$ cat src/conv_ctrl_pkg.sv
// constants for the conversion start and overtemperature controller
// assumes a single 125 MHz clock; all times converted to cycles here
package conv_ctrl_pkg;
    localparam int CLK_MHZ = 125;
    // times in nanoseconds, as specified
    localparam int PWRUP_NS = 4000;
    localparam int AUTO_DLY_NS = 3000;
    localparam int CONV_AIN_NS = 15000;
    localparam int CONV_TEMP_NS = 30000;
    localparam int RES_BITS = 10;
    localparam int SET_BITS = 8;
    // least time rounds up
    localparam int PWRUP_CYC = (PWRUP_NS * CLK_MHZ + 999) / 1000;
    localparam int AUTO_DLY_CYC = (AUTO_DLY_NS * CLK_MHZ + 999) / 1000;
    // longest time rounds down, split over the bit decisions
    localparam int BIT_AIN_CYC = (CONV_AIN_NS * CLK_MHZ / 1000) / RES_BITS;
    localparam int BIT_TEMP_CYC = (CONV_TEMP_NS * CLK_MHZ / 1000) / RES_BITS;
    localparam int CNT_W = 12;
    localparam logic [2:0] CH_TEMP = 3'h0;
    localparam logic [2:0] CH_AIN = 3'h4;
    localparam logic [9:0] RESULT_RST = 10'h000;
    localparam logic [9:0] MSB_TRIAL = 10'h200;
    typedef enum logic [2:0] {
        ST_OFF      = 3'b000,
        ST_PWRUP    = 3'b001,
        ST_WAIT_LOW = 3'b010,
        ST_AUTO     = 3'b011,
        ST_CONVERT  = 3'b100
    } conv_state_t;
endpackage

$ cat src/conv_ctrl.sv
// conversion start sequencing, successive approximation and overtemperature flag
// assumes synchronous inputs; the comparator input reflects the analog compare of the current trial code
// Functional notes
// - flag overtemperature when a sensor-channel result exceeds the 8-bit setpoint.
// - clear the overtemperature flag once a host serial read completes.
// - rising start edge powers up the converter; power-up lasts 4 us.
// - start pulse longer than 4 us: falling edge enters hold and converts.
// - short start pulse: stay in track until power-up elapses, then convert.
// - return to track as soon as each conversion finishes.
// - analog channel conversion finishes within 15 us, 10-bit SAR result.
// - sensor channel, channel 0, conversion takes 30 us.
// - every serial read or write completed while idle starts a conversion, hold about 3 us later; a rising start edge in the same cycle wins, with power-up timing.
`timescale 1ns/1ns
module conv_ctrl (
    input  wire logic       mclk,
    input  wire logic       rst_n,
    input  wire logic       conversion_start_input,
    input  wire logic [2:0] channel_sel,
    input  wire logic [7:0] overtemp_setpoint,
    input  wire logic       xfer_done,
    input  wire logic       xfer_is_read,
    input  wire logic       cmp_in,
    output logic            powered_up,
    output logic            hold_mode,
    output logic [2:0]      active_channel,
    output logic [9:0]      dac_code,
    output logic [9:0]      result,
    output logic            result_valid,
    output logic            overtemp_indicator_o,
    output logic            overtemp_indicator_oe
);
    conv_ctrl_pkg::conv_state_t state_r, state_nxt;
    // one counter paces power-up, auto delay and bit periods; every count fits in it
    logic [conv_ctrl_pkg::CNT_W-1:0] cnt_r, cnt_nxt;
    logic [3:0] bit_r, bit_nxt;
    // start history resets low: a start held high through reset counts as an edge
    logic       start_q_r, start_q_nxt;
    logic       pwr_r, pwr_nxt;
    logic       hold_r, hold_nxt;
    logic [2:0] ch_r, ch_nxt;
    logic [9:0] dac_r, dac_nxt;
    logic [9:0] res_r, res_nxt;
    logic       valid_r, valid_nxt;
    logic       ot_r, ot_nxt;
    // decoded events of the current cycle
    logic       rise, fall, bit_end, conv_end, hot, ot_set;
    logic [9:0] trial;
    logic [9:0] kept;

    assign rise = conversion_start_input & ~start_q_r;
    assign fall = ~conversion_start_input & start_q_r;
    // sensor channel paces slower bit decisions
    assign bit_end = (ch_r == conv_ctrl_pkg::CH_TEMP) ?
                     (cnt_r == conv_ctrl_pkg::CNT_W'(conv_ctrl_pkg::BIT_TEMP_CYC - 1)) :
                     (cnt_r == conv_ctrl_pkg::CNT_W'(conv_ctrl_pkg::BIT_AIN_CYC - 1));
    // the last decision of the lowest bit ends the conversion
    assign conv_end = (state_r == conv_ctrl_pkg::ST_CONVERT) && bit_end && (bit_r == 4'h0);
    // one decision per code bit: the bit under trial is kept only when the
    // comparator says the input is at or above the trial code
    for (genvar gi = 0; gi < conv_ctrl_pkg::RES_BITS; gi++) begin
        assign trial[gi] = (bit_r == 4'(gi));
        assign kept[gi]  = dac_r[gi] & (cmp_in | ~trial[gi]);
    end
    // sensor code is two's complement quarter degrees; compare whole degrees signed
    assign hot = $signed(kept[9:2]) > $signed(overtemp_setpoint);
    assign ot_set = conv_end && (ch_r == conv_ctrl_pkg::CH_TEMP) && hot;

    // sequencer: power-up, start timing and successive approximation
    always_comb begin
        state_nxt = state_r;
        cnt_nxt = cnt_r;
        bit_nxt = bit_r;
        pwr_nxt = pwr_r;
        hold_nxt = hold_r;
        ch_nxt = ch_r;
        dac_nxt = dac_r;
        res_nxt = res_r;
        valid_nxt = 1'b0;
        case (state_r)
            // requests are taken only while idle; busy ones are dropped silently
            conv_ctrl_pkg::ST_OFF: begin
                cnt_nxt = '0;
                if (rise) begin
                    pwr_nxt = 1'b1;
                    state_nxt = conv_ctrl_pkg::ST_PWRUP;
                end else if (xfer_done) begin
                    pwr_nxt = 1'b1;
                    state_nxt = conv_ctrl_pkg::ST_AUTO;
                end
            end

            conv_ctrl_pkg::ST_PWRUP: begin
                cnt_nxt = cnt_r + 1'b1;
                if (cnt_r == conv_ctrl_pkg::CNT_W'(conv_ctrl_pkg::PWRUP_CYC - 1)) begin
                    cnt_nxt = '0;
                    // a pulse already gone low waits only for the timer
                    if (conversion_start_input) begin
                        state_nxt = conv_ctrl_pkg::ST_WAIT_LOW;
                    end else begin
                        state_nxt = conv_ctrl_pkg::ST_CONVERT;
                    end
                end
            end

            // long pulse: hold waits for the falling edge
            conv_ctrl_pkg::ST_WAIT_LOW: begin
                cnt_nxt = '0;
                if (fall) begin
                    state_nxt = conv_ctrl_pkg::ST_CONVERT;
                end
            end

            // a finished serial transfer restarts the oscillator; hold follows a fixed delay
            conv_ctrl_pkg::ST_AUTO: begin
                cnt_nxt = cnt_r + 1'b1;
                if (cnt_r == conv_ctrl_pkg::CNT_W'(conv_ctrl_pkg::AUTO_DLY_CYC - 1)) begin
                    cnt_nxt = '0;
                    state_nxt = conv_ctrl_pkg::ST_CONVERT;
                end
            end

            conv_ctrl_pkg::ST_CONVERT: begin
                cnt_nxt = cnt_r + 1'b1;
                if (bit_end) begin
                    cnt_nxt = '0;
                    dac_nxt = kept | (trial >> 1);
                    bit_nxt = bit_r - 1'b1;
                    if (bit_r == 4'h0) begin
                        res_nxt = kept;
                        valid_nxt = 1'b1;
                        hold_nxt = 1'b0;
                        // power drops with the last decision, so the next start edge is taken at once
                        pwr_nxt = 1'b0;
                        bit_nxt = 4'h9;
                        state_nxt = conv_ctrl_pkg::ST_OFF;
                    end
                end
            end

            // unused codes fall back to idle with the converter off
            default: begin
                state_nxt = conv_ctrl_pkg::ST_OFF;
                pwr_nxt = 1'b0;
                hold_nxt = 1'b0;
            end
        endcase
        // entering conversion: go to hold, latch channel, try the msb first
        if (state_r != conv_ctrl_pkg::ST_CONVERT && state_nxt == conv_ctrl_pkg::ST_CONVERT) begin
            hold_nxt = 1'b1;
            ch_nxt = channel_sel;
            dac_nxt = conv_ctrl_pkg::MSB_TRIAL;
            bit_nxt = 4'h9;
        end
    end

    // a result that trips the limit in the same cycle as a read clear wins
    always_comb begin
        ot_nxt = ot_r;
        if (xfer_done && xfer_is_read) begin
            ot_nxt = 1'b0;
        end
        if (ot_set) begin
            ot_nxt = 1'b1;
        end
    end

    // start input history for edge detection
    always_comb begin
        start_q_nxt = conversion_start_input;
    end

    always_ff @(posedge mclk or negedge rst_n) begin
        if (!rst_n) begin
            start_q_r <= 1'b0;
        end else begin
            start_q_r <= start_q_nxt;
        end
    end

    always_ff @(posedge mclk or negedge rst_n) begin
        if (!rst_n) begin
            state_r <= conv_ctrl_pkg::ST_OFF;
            cnt_r <= '0;
            bit_r <= 4'h9;
            pwr_r <= 1'b0;
            hold_r <= 1'b0;
            ch_r <= conv_ctrl_pkg::CH_TEMP;
            dac_r <= conv_ctrl_pkg::RESULT_RST;
            res_r <= conv_ctrl_pkg::RESULT_RST;
            valid_r <= 1'b0;
        end else begin
            state_r <= state_nxt;
            cnt_r <= cnt_nxt;
            bit_r <= bit_nxt;
            pwr_r <= pwr_nxt;
            hold_r <= hold_nxt;
            ch_r <= ch_nxt;
            dac_r <= dac_nxt;
            res_r <= res_nxt;
            valid_r <= valid_nxt;
        end
    end

    // overtemperature flag register
    always_ff @(posedge mclk or negedge rst_n) begin
        if (!rst_n) begin
            ot_r <= 1'b0;
        end else begin
            ot_r <= ot_nxt;
        end
    end

    // every output except overtemp_indicator_o, which is tied low, is taken straight from a register
    assign powered_up = pwr_r;
    assign hold_mode = hold_r;
    assign active_channel = ch_r;
    assign dac_code = dac_r;
    assign result = res_r;
    assign result_valid = valid_r;
    // open-drain: pulls the pin low while the flag is set, released otherwise
    assign overtemp_indicator_o = 1'b0;
    assign overtemp_indicator_oe = ot_r;
endmodule

$ cat config.mk
export PLATFORM = sky130hd
export DESIGN_NAME = conv_ctrl
export DESIGN_NICKNAME = d
export VERILOG_FILES = /design/src/conv_ctrl_pkg.sv /design/src/conv_ctrl.sv
export SDC_FILE = /design/constraint.sdc
export NUM_CORES = 1
export LEC_CHECK = 0
export BUFFER_PORTS_ARGS = -buffer_cell sky130_fd_sc_hd__buf_2
export CORE_MARGIN = 2
export CORE_UTILIZATION = 55
export CTS_CLUSTER_DIAMETER = 100
export DETAILED_ROUTE_END_ITERATION = 6
export HOLD_SLACK_MARGIN = 0.06
export PLACE_DENSITY = 0.79
export RECOVER_POWER = 25
export SKIP_CTS_REPAIR_TIMING = 1
export SYNTH_ARGS = -nofsm -noshare
export SYNTH_HDL_FRONTEND = slang
export SYNTH_SLANG_ARGS = --single-unit
$ cat constraint.sdc
create_clock -name mclk -period 3.25 [get_ports mclk]
set_input_delay 0.65 -clock mclk [delete_from_list [all_inputs] [get_ports mclk]]
set_output_delay 0.65 -clock mclk [all_outputs]
set_load 0.1 [all_outputs]
==> flow_summary.json, run 1 <==
{
  "antenna_found_initial": 0,
  "post-route-min-period_ns": 2.70,
  "rsz0062_at_grt": "false",
  "synth_top_cell_area_share_pct": 43.7,
  "powerDensity_nw_per_um2": 807,
  "internal_power_w": 0.00121,
  "yosysMostFrequentCell": "dfrtp_1",
  "netlist_top_cells_area": "dfrtp_1, ha_1, nor2_1, mux2_2, nand2_1",
  "worstRegToRegCells": 6,
  "drv_cap": 1,
  "routed_wirelength_mm": 5.35,
  "pwr-share-comb_pct": 45.0,
  "endpoint_kind": "flip-flop",
  "reg2reg_slack_ns": 0.55,
  "dr.pass1.iters": 4,
  "initial_core_util_pct": 58.0,
  "port_buffers": 43,
  "p_sw_share_pct": 48.3,
  "yosysTopAreaCell": "dfrtp_1",
  "cp.required_ns": 3.47,
  "gp_congestion": 0.923,
  "final_cells": 354,
  "fin_hold_ws_ns": 0.488,
  "violations": "max-capacitance violations, max-slew violations",
  "syn_area_um2": 2580,
  "fmax_mhz": 370,
  "synthFlopType": "dfrtp_1",
  "hp-class": "flip-flop to flip-flop",
  "run_status": "finished with violations",
  "synth_edf_count": 0,
  "synth.avg_cell_area_um2": 9.72,
  "synth_xor_xnor_area_share_pct": 3.74,
  "synth-simple-area-share_pct": 21.4,
  "htreeDepth": 2,
  "cts_root_buffer": "clkbuf_8",
  "hold_path.startpoint": "result[2]",
  "hold_viol": 0,
  "synth-seq-cells": 47,
  "post-route-period-util_pct": 83.2,
  "switchingPower_w": 0.00113,
  "clkTransAtPathRegs_ns": 0.08,
  "min_to": "result[2]",
  "area_growth_pct": 12.4,
  "fp.dieH_um": 72.4,
  "dieArea_um2": 5250,
  "synth_common_cells": "dfrtp_1, nor2_1, nand2_1",
  "hold_depth": 2,
  "syn-instance-count": 265,
  "drive_gt1_share_pct": 22.5,
  "clkPwrFrac_pct": 17.4,
  "fin_skew_ns": 0.00644,
  "synth_mux_area_share_pct": 4.47,
  "seqPwrFrac_pct": 37.6,
  "synthAdderAreaFrac_pct": 4.86,
  "cts_tree": "done",
  "grt.overflow.total": 0,
  "ant_nets": 0,
  "slew_headroom_pct": -64.2,
  "final_nets": 329,
  "critical_path_class": "flip-flop to flip-flop",
  "clk_path_buf_depth": 2,
  "synth.distinct_cells": 53,
  "routedWlPerCell_um": 15.1,
  "fp.dieW_um": 72.4,
  "clock_latency_ns": 0.29,
  "r2r-start": "active_channel[1]",
  "grt_pass1_vias": 1959,
  "timing.rr.end": "bit_r[3]",
  "grt_util_all_layers_pct": 21.9,
  "drt_iter0_markers": 145,
  "dp.cells": 347,
  "tns_ns": 0,
  "ir_worst_vdd_uv": 718,
  "antenna_cells": 0,
  "core_area_um2": 4440,
  "drcViolationCount": 0,
  "leakagePower_nw": 1.35,
  "drv_slew": 48,
  "dpl.hpwl_mm": 3.81,
  "ys_warn_count": 0,
  "startpoint_type": "flip-flop",
  "synth_top_family_by_area": "simple AND/OR/NAND/NOR gates",
  "async_reset_ff_share_pct": 100,
  "synth_compound_area_share_pct": 15.1,
  "setup_viol": 0,
  "cts_sinks": 47,
  "synthesis.nets": 292,
  "grt_max_degree": 48,
  "vias_per_cell": 5.80,
  "io_pins": 45,
  "critical_path_arrival_ns": 2.92,
  "via_count": 2054,
  "fp-row-count": 24,
  "grt_pass1_wl_mm": 9.00,
  "ys_seq_area_share_pct": 45.8,
  "tightest_slew_ns": 2.46,
  "cts_buffers": 5,
  "cp_max_fo": 19
}
## layout make-up
| cell class | instances | area, um^2 |
|---|---|---|
| timing repair buffer | 45 | 228 |
| sequential | 47 | 1180 |
| inverter | 11 | 41.3 |
| tap | 52 | 65.1 |
| clock inverter | 1 | 30.0 |
| multi-input combinational | 192 | 1280 |
| fill | 364 | 1550 |
| clock buffer | 6 | 72.6 |
## logic make-up after synthesis
family                     count (synthesis)
xor gates and xnor gates                  11
and+or+nand+nor                          101
DFF                                       47
adders and majority gates                 10
buffers and inverters                     26
other                                      1
AOI/OAI and AO/OA                         59
muxes                                     10
## layout by cell type, fill, tap and decap left out, types with 2 or more instances in the layout
master    count
dfstp_2       2
a211oi_1      5
clkbuf_1      3
or3_1         4
mux2_2        8
nor3_1        3
o41a_1        2
o31a_1        2
xor2_1        7
xnor2_1       4
buf_4         2
nor2_1       30
clkbuf_8      5
nand4_1       4
buf_2        41
or4_1         2
o31ai_1       6
dfrtp_1      45
nor2b_1       5
or2_2         4
o21ai_0      14
inv_1        11
nand2_1      20
a21oi_1      11
a31oi_1       4
a21o_1        2
o21a_1        6
ha_1         10
nand3b_1      4
nand3_1       5
nand2b_1      5
and3_1        4
## metal layers
metal	share of wire, %	GRT usage [%]	up-vias	wire [um]
li1	-	-	1010	-
met1	49	32.9	962	2610
met2	43	32.2	76	2300
met3	7.2	5.14	6	386
met4	1.0	5.76	0	54
met5	0	0	-	0
## stage by stage
stage          setup slack (ns)  power [W]  util, %  area (um^2)
3_3_place_gp              0.629    0.00191     62.9         2800
2_1_floorplan             0.726    0.00172        -         2580
5_1_grt                   0.213    0.00247     65.1         2900
3_5_place_dp              0.557    0.00193     62.9         2800
4_1_cts                   0.542    0.00235     65.2         2900
6_report                  0.547    0.00234     65.1         2900
## registers in the layout, summed over array words and instances (netlist names)
signal / count
bit_r: 4
active_channel: 3
result_valid: 1
start_q_r: 1
overtemp_indicator_oe: 1
result: 10
state_r: 3
hold_mode: 1
powered_up: 1
dac_code: 10
cnt_r: 12
## power groups by stage
stage | clock [W] | sequential (W) | combinational, W
final | 0.000407 | 0.000878 | 0.00105
after detailed placement | 0 | 0.000884 | 0.00105
after global routing | 0.000439 | 0.000904 | 0.00112
after CTS | 0.000417 | 0.000875 | 0.00105
after global placement | 0 | 0.000881 | 0.00103
after floorplan | 0 | 0.00127 | 0.000451
## worst max path at each step
stage,start,to,slack (ns),cells after the start
final,active_channel[1],bit_r[3],0.55,6
after global routing,rst_n,dac_code[0],0.21,1
after CTS,cnt_r[0],result[8],0.54,7
after detailed placement,cnt_r[0],result[8],0.56,7
after global placement,cnt_r[0],result[8],0.63,7
after floorplan,active_channel[1],result[8],0.73,7
## critical path: stages, from the launching register on
cell and delay, ns:
dfrtp_1 0.40, or3_1 0.47, nor4b_4 0.18, o21ai_2 0.56, or2_1 0.54, inv_1 0.11
or3_1 0.37
Power figures use the tool's default switching activity.
==> run 2, diff against run 1 <==
--- a/config.mk
+++ b/config.mk
@@ -5,13 +5,14 @@
 export SDC_FILE = /design/constraint.sdc
 export NUM_CORES = 1
 export LEC_CHECK = 0
+export ABC_AREA = 1
 export BUFFER_PORTS_ARGS = -buffer_cell sky130_fd_sc_hd__buf_2
 export CORE_MARGIN = 2
 export CORE_UTILIZATION = 55
 export CTS_CLUSTER_DIAMETER = 100
 export DETAILED_ROUTE_END_ITERATION = 6
 export HOLD_SLACK_MARGIN = 0.06
-export PLACE_DENSITY = 0.79
+export PLACE_DENSITY = 0.78
 export RECOVER_POWER = 25
 export SKIP_CTS_REPAIR_TIMING = 1
 export SYNTH_ARGS = -nofsm -noshare
==> constraint.sdc (replaced) <==
create_clock -name mclk -period 2.5 [get_ports mclk]
set_input_delay 0.5 -clock mclk [delete_from_list [all_inputs] [get_ports mclk]]
set_output_delay 0.5 -clock mclk [all_outputs]
set_load 0.1 [all_outputs]
==> run 2 against run 1 <==
  * The run now ends clean
  * Clock skew rose by 0.0031 ns
  * Non-clock buffer count grew 3
  * Register-to-register slack worse by 0.32 ns
  * Power up 12%
  * Largest power group unchanged
==> flow_summary.json, run 2 <==
{
  "io_pins": 45,
  "area_growth_pct": 12.8,
  "post-route-util_pct": 63.3,
  "via_count": 2463,
  "drv_cap": 0,
  "ir_worst_vdd_uv": 937,
  "core_area_um2": 5040,
  "vias_per_cell": 5.10,
  "rsz0062_at_grt": "false",
  "run_status": "finished, final reports clean",
  "tightest_slew_ns": 1.14,
  "setup_viol": 0,
  "post-route-period-util_pct": 90.7,
  "worst_slack_ns": 0.231,
  "internal_power_w": 0.00150,
  "yosysMostFrequentCell": "nand2_1",
  "cp_num_buf_inv": 2,
  "p_sw_share_pct": 42.7,
  "grt_pass1_vias": 2285,
  "clock_latency_ns": 0.30,
  "seqPwrFrac_pct": 36.4,
  "fp.dieW_um": 75.8,
  "fin_skew_ns": 0.00954,
  "hold_path.startpoint": "conversion_start_input",
  "synthAdderAreaFrac_pct": 4.42,
  "reg2reg_slack_ns": 0.23,
  "cp_max_fo": 6,
  "synth-simple-area-share_pct": 27.4,
  "syn_area_um2": 2830,
  "synth_top_family_by_area": "simple AND/OR/NAND/NOR gates",
  "port_buffers": 43,
  "clkTransAtPathRegs_ns": 0.09,
  "cp.required_ns": 2.72,
  "switchingPower_w": 0.00112,
  "clkPwrFrac_pct": 25.1,
  "placed_cell_area_um2": 3070,
  "synth_edf_count": 0,
  "synthesis.nets": 396,
  "endpoint_kind": "flip-flop",
  "dpl.hpwl_mm": 4.46,
  "cts_tree": "done",
  "synth_compound_area_share_pct": 13.0,
  "path_cells": "inv_1 -> nor2_1 -> nand3_1 -> o21ai_0 -> inv_1 -> ha_1 -> nand2_1 -> nor2_1 -> nand2_1 -> nand3_1 -> nand3_1 -> o22ai_1",
  "synth_top_cell_area_share_pct": 39.8,
  "clk_path_buf_depth": 2,
  "dr.pass1.iters": 4,
  "cts_sinks": 47,
  "synth.distinct_cells": 36,
  "critical_path_arrival_ns": 2.49,
  "p_total_w": 0.00261,
  "yosysTopAreaCell": "dfrtp_1",
  "synthFlopType": "dfrtp_1",
  "routed_wirelength_mm": 6.09,
  "drv_slew": 0,
  "gp_congestion": 0.944,
  "final_common_cell": "nand2_1",
  "synth_xor_xnor_area_share_pct": 2.47,
  "slew_headroom_pct": 23.8,
  "grt.overflow.total": 0,
  "hp-class": "input port to flip-flop",
  "drcViolationCount": 0,
  "netlist_top_cells_area": "dfrtp_1, nand2_1, inv_1, nand3_1, ha_1",
  "hold_depth": 1,
  "cts_buffers": 5,
  "ys_seq_area_share_pct": 41.6,
  "pwr-share-comb_pct": 38.4,
  "critical_path_class": "flip-flop to flip-flop",
  "worstRegToRegCells": 12,
  "leakagePower_nw": 1.71,
  "grt_max_degree": 48,
  "timing.rr.end": "overtemp_indicator_oe",
  "synth_mux_area_share_pct": 0,
  "min_to": "start_q_r",
  "synth_common_cells": "nand2_1, inv_1, dfrtp_1",
  "fp.dieH_um": 75.8,
  "final_area_um2": 3190,
  "powerDensity_nw_per_um2": 818,
  "largest_reg_flops": 12,
  "tns_ns": 0,
  "grt_pass1_wl_mm": 10.3,
  "startpoint_type": "flip-flop",
  "ant_nets": 0,
  "fp-row-count": 26,
  "async_reset_ff_share_pct": 100,
  "cp_top_family": "simple AND/OR/NAND/NOR gates",
  "final_nets": 439,
  "post-route-min-period_ns": 2.27,
  "synth-seq-cells": 47,
  "synth.avg_cell_area_um2": 7.67,
  "post-place-ws_ns": 0.170,
  "cpMostUsedCell": "nand3_1",
  "fmax_mhz": 441,
  "cpMaxStageDelayCell": "dfrtp_1",
  "ys_warn_count": 0,
  "routedWlPerCell_um": 12.6,
  "hold_viol": 0,
  "dieArea_um2": 5740,
  "cp_slowest_stage_delay_ns": 0.38,
  "antenna_found_initial": 0,
  "cts_root_buffer": "clkbuf_8",
  "drt_iter0_markers": 199,
  "drive_gt1_share_pct": 21.8,
  "htreeDepth": 2,
  "r2r-start": "bit_r[2]",
  "initial_core_util_pct": 56.2,
  "grt_util_all_layers_pct": 23.5,
  "final_cell_mix": "nand2_1, inv_1, dfrtp_1",
  "regMostFlops": "cnt_r",
  "antenna_cells": 0,
  "syn-instance-count": 369
}
-- run 2: changes by cell type in the layout (fill, tap and decap cells not counted), sizes merged, moves of 5 or more --
cell    previous run  this run
inv               11        53
o21ai             15        34
nor2b              5         0
mux2               9         0
nor2              30        35
a21oi             11        18
a211oi             5         0
o31ai              6         0
nand3              5        33
nand2b             5         0
nand2             20       101
-- run 2: worst reg2reg max path: cells and delay by family (launching register included) --
| kind | cells | cell delay (ns) |
|---|---|---|
| buffers and inverters | 2 | 0.20 |
| adder cells (fa/ha/maj) | 1 | 0.29 |
| flip-flops | 1 | 0.38 |
| AND/OR/NAND/NOR | 7 | 0.84 |
| AO/OA/AOI/OAI | 2 | 0.48 |
-- run 2: per-stage QoR --
| step | std cells | hold WS [ns] |
|---|---|---|
| floorplan | 369 | 0.204 |
| global placement | 475 | 0.453 |
| detailed placement | 475 | 0.469 |
| CTS | 483 | 0.294 |
| global route | 483 | 0.372 |
| finish | 483 | 0.379 |
-- run 2: power groups by stage --
stage	clock, W	sequential [W]	combinational [W]
2_1_floorplan	0	0.00128	0.000516
3_3_place_gp	0	0.000962	0.000982
3_5_place_dp	0	0.000964	0.00100
4_1_cts	0.000667	0.000951	0.00100
5_1_grt	0.000692	0.000966	0.00111
6_report	0.000657	0.000952	0.00100
-- run 2: how the worst max path moves through the flow --
stage                     cells past startpoint                     to         startpoint  slack (ns)
after global routing                         12  overtemp_indicator_oe           bit_r[2]        0.01
after floorplan                              10              result[5]  active_channel[0]        0.34
after detailed placement                     12  overtemp_indicator_oe           bit_r[3]        0.17
after CTS                                    12  overtemp_indicator_oe           bit_r[3]        0.14
after global placement                       11  overtemp_indicator_oe           bit_r[3]        0.13
final                                        12  overtemp_indicator_oe           bit_r[2]        0.23
-- run 2: cell type report --
class | count | area [um^2]
inverters | 54 | 204
well taps | 70 | 87.6
clock buffers | 6 | 72.6
repair buffers | 48 | 249
flip-flops and latches | 47 | 1180
fillers | 446 | 1850
clock inverters | 2 | 60.1
multi-input cells | 256 | 1340
-- run 2: logic make-up (layout without fill, tap and decap cells) --
group,after synthesis,count (layout)
adder cells (fa/ha/maj),10,10
AND/OR/NAND/NOR,177,177
buffers and inverters,66,110
other,1,1
XOR/XNOR,8,8
flip-flops,47,47
AO/OA/AOI/OAI,60,60
-- run 2: routing by layer --
layer	routed length, um	track usage, %
met1	3080	36.3
met3	339	4.37
met2	2620	34.4
met5	0	0
met4	52	5.07
